--- src/rtl/lpms_pkg.sv ---
// Package with states, timing constants and carriers for the mode sequencer.
package lpms_pkg;

  // Clock period in picoseconds at 100 MHz.
  localparam int unsigned CLK_PERIOD_PS = 10000;

  // Oscillator settle time and converter soft-start time, in milliseconds.
  localparam int unsigned OSC_SETTLE_MS = 10;
  localparam int unsigned SOFT_START_MS = 20;

  // Cycle counts derived from the times and the clock rate. The division
  // comes first, because milliseconds in picoseconds overflow 32 bits.
  localparam int unsigned OSC_SETTLE_CYC =
    OSC_SETTLE_MS * (1000000000 / CLK_PERIOD_PS);
  localparam int unsigned SOFT_START_CYC =
    SOFT_START_MS * (1000000000 / CLK_PERIOD_PS);

  // Supply-good threshold in millivolts, and width of the supply samples.
  localparam int unsigned SUPPLY_MV_W = 13;
  localparam logic [12:0] SUPPLY_GOOD_MV = 13'h05DC;

  // Timer width wide enough for the longest interval.
  localparam int unsigned TMR_W = 32;

  // Default values of the control bits after any reset.
  localparam logic ACTIVE_REQ_RST = 1'b0;
  localparam logic CONV_EN_RST = 1'b0;

  // Operating modes.
  typedef enum logic [2:0] {
    LPMS_RESET = 3'b000,
    LPMS_STANDBY = 3'b001,
    LPMS_STARTUP = 3'b010,
    LPMS_SOFTSTART = 3'b011,
    LPMS_NORMAL = 3'b100
  } lpms_state_t;

  // Control bits as written by the host.
  typedef struct packed {
    logic active_request_bit;
    logic conv_en;
  } lpms_ctrl_t;

  // Enables driven to the analog and LED blocks.
  typedef struct packed {
    logic core_en;
    logic conv_run;
    logic conv_low_current;
    logic led_en;
  } lpms_enables_t;

endpackage

--- src/rtl/lpms_supply_por.sv ---
// Supply monitor that raises the supply-up reset while a core supply is low.
`timescale 1ns/100ps
`default_nettype none
module lpms_supply_por
  import lpms_pkg::*;
(
  input wire logic clk_sys_i,
  input wire logic rst_n_i,
  input wire logic [SUPPLY_MV_W-1:0] vdd1_mv_i,
  input wire logic [SUPPLY_MV_W-1:0] vdd2_mv_i,
  output logic por_o
);

  logic supply_ok;
  logic por_r;

  // Both supplies must exceed the threshold for the reset to release.
  assign supply_ok = (vdd1_mv_i > SUPPLY_GOOD_MV) &&
    (vdd2_mv_i > SUPPLY_GOOD_MV);

  // Asserted from chip start-up until both supplies are good, and again
  // on any sag to or below threshold.
  always_ff @(posedge clk_sys_i or negedge rst_n_i)
  begin
    if (!rst_n_i)
    begin
      por_r <= 1'b1;
    end
    else
    begin
      por_r <= !supply_ok;
    end
  end

  // A sag is seen at once so no state runs on a collapsing supply.
  assign por_o = por_r || !supply_ok;

  AST_POR_SAG: assert property (@(posedge clk_sys_i)
    disable iff (!rst_n_i)
    (vdd1_mv_i <= SUPPLY_GOOD_MV || vdd2_mv_i <= SUPPLY_GOOD_MV) |-> por_o)
    else $error("Supply-up reset not raised on low supply.");

endmodule
`default_nettype wire

--- src/rtl/lpms_timer.sv ---
// Down-counting interval timer with a load pulse and a one-cycle done pulse.
`timescale 1ns/100ps
`default_nettype none
module lpms_timer
  import lpms_pkg::*;
#(
  parameter int unsigned W = TMR_W
)
(
  input wire logic clk_sys_i,
  input wire logic rst_n_i,
  input wire logic clr_i,
  input wire logic load_i,
  input wire logic [W-1:0] count_i,
  output logic done_o
);

  logic [W-1:0] cnt_r;
  logic [W-1:0] cnt_nxt;
  logic zero;

  assign zero = (cnt_r == '0);
  assign cnt_nxt = clr_i ? '0 : load_i ? count_i : zero ? cnt_r :
    cnt_r - W'(1);

  // Clear wins over load so a reset never leaves a stale interval.
  always_ff @(posedge clk_sys_i or negedge rst_n_i)
  begin
    if (!rst_n_i)
    begin
      cnt_r <= '0;
    end
    else
    begin
      cnt_r <= cnt_nxt;
    end
  end

  // Done only at the last count, which comes straight after a load only when the count is 1.
  assign done_o = (cnt_r == W'(1));

endmodule
`default_nettype wire

--- src/rtl/lpms_sequencer.sv ---
// Operating-mode sequencer of the lighting management unit.
`timescale 1ns/100ps
`default_nettype none
module lpms_sequencer
  import lpms_pkg::*;
#(
  parameter int unsigned OSC_CYC = OSC_SETTLE_CYC,
  parameter int unsigned SOFT_CYC = SOFT_START_CYC
)
(
  input wire logic clk_sys_i,
  input wire logic rst_n_i,
  input wire logic external_reset_low_n_i,
  input wire logic [SUPPLY_MV_W-1:0] vdd1_mv_i,
  input wire logic [SUPPLY_MV_W-1:0] vdd2_mv_i,
  input wire logic overheat_shutdown_i,
  input wire logic ctrl_we_i,
  input wire lpms_ctrl_t ctrl_wdata_i,
  output lpms_ctrl_t ctrl_o,
  output lpms_enables_t en_o,
  output lpms_state_t state_o
);

  lpms_state_t state_r;
  lpms_state_t state_nxt;
  lpms_ctrl_t ctrl_r;
  lpms_ctrl_t ctrl_nxt;
  lpms_enables_t en_r;
  lpms_enables_t en_nxt;
  logic por;
  logic any_reset;
  logic osc_done;
  logic soft_done;
  logic osc_load;
  logic soft_load;
  logic enter_startup;
  logic enter_soft;
  logic conv_rise;
  logic tmr_clr;

  // Supply monitor producing the internal supply-up reset.
  lpms_supply_por u_por (
    .clk_sys_i(clk_sys_i),
    .rst_n_i(rst_n_i),
    .vdd1_mv_i(vdd1_mv_i),
    .vdd2_mv_i(vdd2_mv_i),
    .por_o(por)
  );

  // Either reset source overrides every state.
  assign any_reset = !external_reset_low_n_i || por;

  // Control register: defaults in reset, host writes in every other state.
  // Writes in standby are taken; the request bit starts start-up, conv_en is acted on at its end.
  assign ctrl_nxt = (state_r == LPMS_RESET || any_reset) ?
    {ACTIVE_REQ_RST, CONV_EN_RST} :
    ctrl_we_i ? ctrl_wdata_i : ctrl_r;

  always_ff @(posedge clk_sys_i or negedge rst_n_i)
  begin
    if (!rst_n_i)
    begin
      ctrl_r <= '{ACTIVE_REQ_RST, CONV_EN_RST};
    end
    else
    begin
      ctrl_r <= ctrl_nxt;
    end
  end

  // A host write raising the converter enable; only normal mode acts on it.
  assign conv_rise = ctrl_we_i && ctrl_wdata_i.conv_en && !ctrl_r.conv_en;

  // Transition terms; enter_soft loads the soft-start timer, enter_startup feeds a check.
  assign enter_startup = (state_r == LPMS_STANDBY) &&
    ctrl_r.active_request_bit && !any_reset;
  assign enter_soft = (state_nxt == LPMS_SOFTSTART) &&
    (state_r != LPMS_SOFTSTART);
  // Every entry to start-up loads the timer, so a one-cycle overheat in a
  // later mode cannot leave start-up waiting on an idle timer.
  assign osc_load = (state_nxt == LPMS_STARTUP) &&
    ((state_r != LPMS_STARTUP) || overheat_shutdown_i);
  assign soft_load = enter_soft;
  assign tmr_clr = any_reset || !ctrl_r.active_request_bit;

  // Oscillator settle interval in start-up.
  lpms_timer u_osc_tmr (
    .clk_sys_i(clk_sys_i),
    .rst_n_i(rst_n_i),
    .clr_i(tmr_clr),
    .load_i(osc_load),
    .count_i(TMR_W'(OSC_CYC)),
    .done_o(osc_done)
  );

  // Converter soft-start interval.
  lpms_timer u_soft_tmr (
    .clk_sys_i(clk_sys_i),
    .rst_n_i(rst_n_i),
    .clr_i(tmr_clr),
    .load_i(soft_load),
    .count_i(TMR_W'(SOFT_CYC)),
    .done_o(soft_done)
  );

  // Mode transitions. Reset and a dropped request take precedence.
  always_comb
  begin
    state_nxt = state_r;
    case (state_r)
      LPMS_RESET:
      begin
        if (!any_reset)
        begin
          state_nxt = LPMS_STANDBY;
        end
      end
      LPMS_STANDBY:
      begin
        if (ctrl_r.active_request_bit)
        begin
          state_nxt = LPMS_STARTUP;
        end
      end
      LPMS_STARTUP:
      begin
        // Overheat keeps reloading the timer, so start-up is held.
        if (osc_done && !overheat_shutdown_i)
        begin
          state_nxt = ctrl_r.conv_en ? LPMS_SOFTSTART :
            LPMS_NORMAL;
        end
      end
      LPMS_SOFTSTART:
      begin
        if (soft_done)
        begin
          state_nxt = LPMS_NORMAL;
        end
      end
      LPMS_NORMAL:
      begin
        if (conv_rise)
        begin
          state_nxt = LPMS_SOFTSTART;
        end
      end
      default:
      begin
        state_nxt = LPMS_RESET;
      end
    endcase
    if (overheat_shutdown_i && state_r != LPMS_RESET &&
      state_r != LPMS_STANDBY)
    begin
      state_nxt = LPMS_STARTUP;
    end
    if (!ctrl_r.active_request_bit && state_r != LPMS_RESET)
    begin
      state_nxt = LPMS_STANDBY;
    end
    if (any_reset)
    begin
      state_nxt = LPMS_RESET;
    end
  end

  always_ff @(posedge clk_sys_i or negedge rst_n_i)
  begin
    if (!rst_n_i)
    begin
      state_r <= LPMS_RESET;
    end
    else
    begin
      state_r <= state_nxt;
    end
  end

  // Enables follow the next state so they change with the mode itself.
  always_comb
  begin
    en_nxt = '0;
    case (state_nxt)
      LPMS_STARTUP:
      begin
        // Overheat disables chip operation including the core blocks.
        en_nxt.core_en = !overheat_shutdown_i;
      end
      LPMS_SOFTSTART:
      begin
        en_nxt.core_en = 1'b1;
        en_nxt.conv_run = 1'b1;
        en_nxt.conv_low_current = 1'b1;
        en_nxt.led_en = 1'b0;
      end
      LPMS_NORMAL:
      begin
        en_nxt.core_en = 1'b1;
        // Converter sits in its own standby while its enable is low.
        en_nxt.conv_run = ctrl_nxt.conv_en;
        en_nxt.led_en = 1'b1;
      end
      default:
      begin
        en_nxt = '0;
      end
    endcase
  end

  always_ff @(posedge clk_sys_i or negedge rst_n_i)
  begin
    if (!rst_n_i)
    begin
      en_r <= '0;
    end
    else
    begin
      en_r <= en_nxt;
    end
  end

  assign ctrl_o = ctrl_r;
  assign en_o = en_r;
  assign state_o = state_r;

  // Cycle counters for the interval checks. The start-up count restarts
  // while overheat is high, as the settle timer itself does.
  logic [TMR_W-1:0] soft_age_r;
  logic [TMR_W-1:0] osc_age_r;
  always_ff @(posedge clk_sys_i or negedge rst_n_i)
  begin
    if (!rst_n_i)
    begin
      soft_age_r <= '0;
      osc_age_r <= '0;
    end
    else
    begin
      soft_age_r <= (state_r == LPMS_SOFTSTART) ?
        soft_age_r + TMR_W'(1) : '0;
      osc_age_r <= (state_r == LPMS_STARTUP && !overheat_shutdown_i) ?
        osc_age_r + TMR_W'(1) : '0;
    end
  end

  AST_RESET_ENTRY: assert property (@(posedge clk_sys_i)
    disable iff (!rst_n_i)
    any_reset |=> state_r == LPMS_RESET)
    else $error("A reset source did not force the reset state.");

  AST_RESET_DEFAULTS: assert property (@(posedge clk_sys_i)
    disable iff (!rst_n_i)
    state_r == LPMS_RESET |=> !ctrl_r.active_request_bit &&
    !ctrl_r.conv_en)
    else $error("Control bits not at defaults after reset state.");

  AST_STANDBY_DARK: assert property (@(posedge clk_sys_i)
    disable iff (!rst_n_i)
    state_r == LPMS_STANDBY |-> en_r == '0)
    else $error("Circuitry enabled in standby.");

  AST_STANDBY_ENTRY: assert property (@(posedge clk_sys_i)
    disable iff (!rst_n_i)
    !ctrl_r.active_request_bit && !any_reset && state_r != LPMS_RESET
    |=> state_r == LPMS_STANDBY)
    else $error("Standby not entered with request low.");

  AST_STARTUP_BEGIN: assert property (@(posedge clk_sys_i)
    disable iff (!rst_n_i)
    enter_startup && !overheat_shutdown_i |=> state_r == LPMS_STARTUP &&
    en_r.core_en)
    else $error("Start-up did not begin on active request.");

  // Resets and a dropped request may cut start-up short; only the way on
  // to soft-start or normal has to wait the full settle interval.
  AST_OSC_WAIT: assert property (@(posedge clk_sys_i)
    disable iff (!rst_n_i)
    state_r == LPMS_STARTUP && state_nxt inside {LPMS_SOFTSTART,
    LPMS_NORMAL} |-> osc_age_r == TMR_W'(OSC_CYC - 1))
    else $error("Start-up left before the settle interval.");

  AST_OVERHEAT_HOLD: assert property (@(posedge clk_sys_i)
    disable iff (!rst_n_i)
    overheat_shutdown_i && state_r inside {LPMS_STARTUP, LPMS_NORMAL,
    LPMS_SOFTSTART} && ctrl_r.active_request_bit && !any_reset
    |=> state_r == LPMS_STARTUP && !en_r.core_en)
    else $error("Overheat did not hold start-up.");

  AST_SOFT_LEDS_OFF: assert property (@(posedge clk_sys_i)
    disable iff (!rst_n_i)
    state_r == LPMS_SOFTSTART |-> !en_r.led_en && en_r.conv_low_current)
    else $error("LEDs on or converter not low-current in soft-start.");

  AST_SOFT_LENGTH: assert property (@(posedge clk_sys_i)
    disable iff (!rst_n_i)
    state_r == LPMS_SOFTSTART && state_nxt == LPMS_NORMAL
    |-> soft_age_r == TMR_W'(SOFT_CYC - 1))
    else $error("Soft-start did not run its interval.");

  AST_CONV_STANDBY: assert property (@(posedge clk_sys_i)
    disable iff (!rst_n_i)
    state_r == LPMS_NORMAL && !ctrl_r.conv_en |-> !en_r.conv_run)
    else $error("Converter running with enable low in normal mode.");

endmodule
`default_nettype wire

--- config.mk ---
export PLATFORM = sky130hd
export DESIGN_NAME = lpms_sequencer
export DESIGN_NICKNAME = d
export VERILOG_FILES = /design/src/rtl/lpms_pkg.sv /design/src/rtl/lpms_supply_por.sv /design/src/rtl/lpms_timer.sv /design/src/rtl/lpms_sequencer.sv
export SDC_FILE = /design/constraint.sdc
export NUM_CORES = 1
export LEC_CHECK = 0
export ABC_AREA = 0
export BUFFER_PORTS_ARGS = -buffer_cell sky130_fd_sc_hd__buf_4
export CAP_MARGIN = 20
export CORE_MARGIN = 1.5
export CORE_UTILIZATION = 55
export DETAILED_ROUTE_END_ITERATION = 8
export PLACE_DENSITY = 0.81
export SYNTH_ARGS = -nofsm -noshare
export SYNTH_HDL_FRONTEND = slang
export SYNTH_SLANG_ARGS = --single-unit
--- constraint.sdc ---
create_clock -name clk_sys_i -period 3.25 [get_ports clk_sys_i]
set_clock_uncertainty 0.05 [all_clocks]
set_input_delay 0.325 -clock clk_sys_i [delete_from_list [all_inputs] [get_ports clk_sys_i]]
set_output_delay 0.325 -clock clk_sys_i [all_outputs]
set_load 0.05 [all_outputs]
==> impl_metrics.csv <==
group,metric,value,unit
grt,grt_pass1_vias,3628,
cts,htreeDepth,3,
power_and_ir_drop,p_total,0.00174,W
route,via_per_inst,6.05,
synthesis,synth-xor-area-share,11.7,%
layout,final_nets,523,
grt,grt_overflow_total,0,
cts,post_cts.repair.setup_buffers,0,
route,num_vias,3579,
die,die_w,91.7,microns
cts,hold_buffers,0,
cts,post_cts_resized,0,
placement,placed_cell_area,4700,sq um
sta,max_slew_margin,39.2,%
power_and_ir_drop,power_leakage,2.20,nW
die,die-area,8410,sq um
synthesis,synth-edff-count,0,
grt,grt_pass1_wl,16200,microns
synthesis,synth.yosys.seq_area_share,42.8,%
synthesis,ys_types,59,
layout,area_growth,13.2,%
route,ant_nets,0,
synthesis,synth_top_flop_cell,"dfrtp_1",
placement,place_congestion,0.923,
sta,fin_setup_tns,0,ns
status,status,"finished clean",
critical_path,required,3.39,ns
sta,final_hold_viol_count,0,
sta,finalSetupViolCount,0,
synthesis,synthSimpleGateAreaFrac,29.7,%
grt,grt_max_degree,75,
synthesis,synth_top_area_share,42.2,%
synthesis,synth_top_cell_by_area,"dfrtp_1",
route,finalWirelength,9360,microns
critical_path,reg2reg_slack,0.29,ns
layout,diodes,0,
power_and_ir_drop,max-vdd-ir-drop,0.202,mV
layout,fin_area,4900,sq um
synthesis,postSynthCellCount,443,
placement,io_buffers,41,
sta,fmax,338,MHz
die,initial_core_util,56.3,%
route,routedWlPerCell,15.8,microns
die,die_h,91.7,microns
sta,finalCritPeriodShare,91.1,%
critical_path,path_max_fanout,7,
die,core,7690,sq um
layout,drive_above_1_share,20.0,%
synthesis,avgSynthCellArea,9.77,sq um
critical_path,criticalPathCategory,"register to register",
synthesis,synth_warnings,0,
cts,numCtsBuffers,9,
synthesis,synth_top_family_by_area,"simple AND/OR/NAND/NOR gates",
layout,final_cell_mix,"dfrtp_1, nor3_1, buf_4, xnor2_1, nor2_1",
synthesis,ys_seq_elements,74,
power_and_ir_drop,p_per_area,355,nW/um^2
route,drtPass1Iterations,5,
cts,clockBufferDepth,2,
route,post-route-drc-count,0,
cts,clk_pin_slew_worst_paths,0.08,ns
run,max_cap_violations,0,
sta,fin_crit,2.96,ns
critical_path,r2r_cells,6,
sta,rsz0062_at_grt,"no",
cts,root_buffer,"clkbuf_8",
route,drtIter0Drc,213,
synthesis,synth_compound_area_share,8.88,%
critical_path,regToRegStartpoint,"u_osc_tmr.cnt_r[18]$_DFFE_PN0P_",
critical_path,arrival,3.10,ns
synthesis,synth_area_leaders,"dfrtp_1, xnor2_1, nor3_1, nor4_1, xor2_1",
placement,dpl.hpwl,6350,microns
die,pin_count,42,
cts,clock_sinks,74,
synthesis,synth_fa_ha_area_share,1.45,%
synthesis,synth_mux_area_share,0.694,%
cts,clkLatencyLatePin,0.35,ns
sta,report.final.slew_viol_count,0,
critical_path,cp-end-kind,"register",
critical_path,cp-start-kind,"register",
hold_path,hold_path.class,"primary input to asynchronous set/reset pin",
synthesis,syn_nets,481,
die,num_rows,32,
critical_path,reg2reg_to,"u_soft_tmr.cnt_r[18]$_DFFE_PN0P_",
synthesis,syn-cell-area,4330,sq um
sta,worst_pin_slew,0.913,ns
cts,cts_tree,"done",
synthesis,async_flop_share,100,%
layout,final_common_cell,"dfrtp_1",
grt,track_usage,23.6,%
grt,grt_antenna_before_repair,0,
## worst max-delay path by stage
| stage | depth (start not counted) | to | start |
|---|---|---|---|
| 2_1_floorplan | 8 | u_soft_tmr.cnt_r[5]$_DFFE_PN0P_ | u_soft_tmr.cnt_r[23]$_DFFE_PN0P_ |
| 3_3_place_gp | 6 | u_soft_tmr.cnt_r[7]$_DFFE_PN0P_ | u_osc_tmr.cnt_r[18]$_DFFE_PN0P_ |
| 3_5_place_dp | 6 | u_soft_tmr.cnt_r[18]$_DFFE_PN0P_ | u_osc_tmr.cnt_r[18]$_DFFE_PN0P_ |
| 4_1_cts | 6 | u_soft_tmr.cnt_r[10]$_DFFE_PN0P_ | u_osc_tmr.cnt_r[18]$_DFFE_PN0P_ |
| 5_1_grt | 6 | u_soft_tmr.cnt_r[10]$_DFFE_PN0P_ | u_osc_tmr.cnt_r[18]$_DFFE_PN0P_ |
| 6_report | 6 | u_soft_tmr.cnt_r[18]$_DFFE_PN0P_ | u_osc_tmr.cnt_r[18]$_DFFE_PN0P_ |
## report_power, final
part            total, W  switching [W]  internal [W]
sequential      0.000928     0.00000418      0.000923
clock           0.000728       0.000351      0.000377
combinational  0.0000830      0.0000452     0.0000379
total            0.00174       0.000400       0.00134
## registers in the layout, indices dropped and copies added (netlist names)
| register | count |
|---|---|
| state_o | 3 |
| u_soft_tmr.cnt_r | 32 |
| u_osc_tmr.cnt_r | 32 |
| u_por.por_r | 1 |
| en_o | 4 |
| ctrl_o | 2 |
## stage by stage
stage | hold slack (ns) | setup slack (ns) | std cells | util (%)
after floorplan | -0.0206 | 0.611 | 443 | -
after global placement | 0.461 | 0.383 | 576 | 61.1
after detailed placement | 0.467 | 0.284 | 576 | 61.1
after CTS | 0.0950 | 0.307 | 592 | 63.7
after global routing | 0.143 | 0.0454 | 592 | 63.7
final | 0.0601 | 0.290 | 592 | 63.7
## routing by layer
| layer | routed length (microns) | vias to the layer above | GRT usage (%) | share of wire [%] |
|---|---|---|---|---|
| li1 | - | 1706 | - | - |
| met2 | 4720 | 97 | 39.7 | 50 |
| met1 | 4080 | 1766 | 29.7 | 44 |
| met5 | 0 | - | 0 | 0 |
| met4 | 127 | 0 | 9.36 | 1.4 |
| met3 | 434 | 10 | 5.22 | 4.6 |
## cells in the mapped netlist (all sizes together), types with 7 or more instances
master / number
dfrtp: 73
clkbuf: 10
nor2: 32
nand4: 7
xor2: 14
or3: 9
nor4: 27
nand3: 11
nand2: 23
xnor2: 44
o31ai: 10
buf: 9
o21bai: 7
inv: 11
or4: 12
nor3: 78
## layout make-up
cell class,instances,area [sq um]
fillers,631,2790
multi-input cells,337,2270
flip-flops and latches,74,1850
repair buffers,52,403
clock buffers,10,138
well taps,102,128
clock inverters,6,65.1
inverters,11,41.3
## critical path, cell delays in order (launching register included)
cell and delay (ns):
dfrtp_1 0.41, or4_4 0.57, or4_1 0.67, nor4_4 0.29, a211oi_2 0.10, o2111ai_1 0.54, o31ai_1 0.17
## cells by family after synthesis
kind of cell               after synthesis
xor gates and xnor gates                58
and+or+nand+nor                        222
DFF                                     74
buffers and inverters                   32
AOI/OAI and AO/OA                       49
adders and majority gates                5
muxes                                    3
No activity file was read; power rests on OpenSTA's default activity.
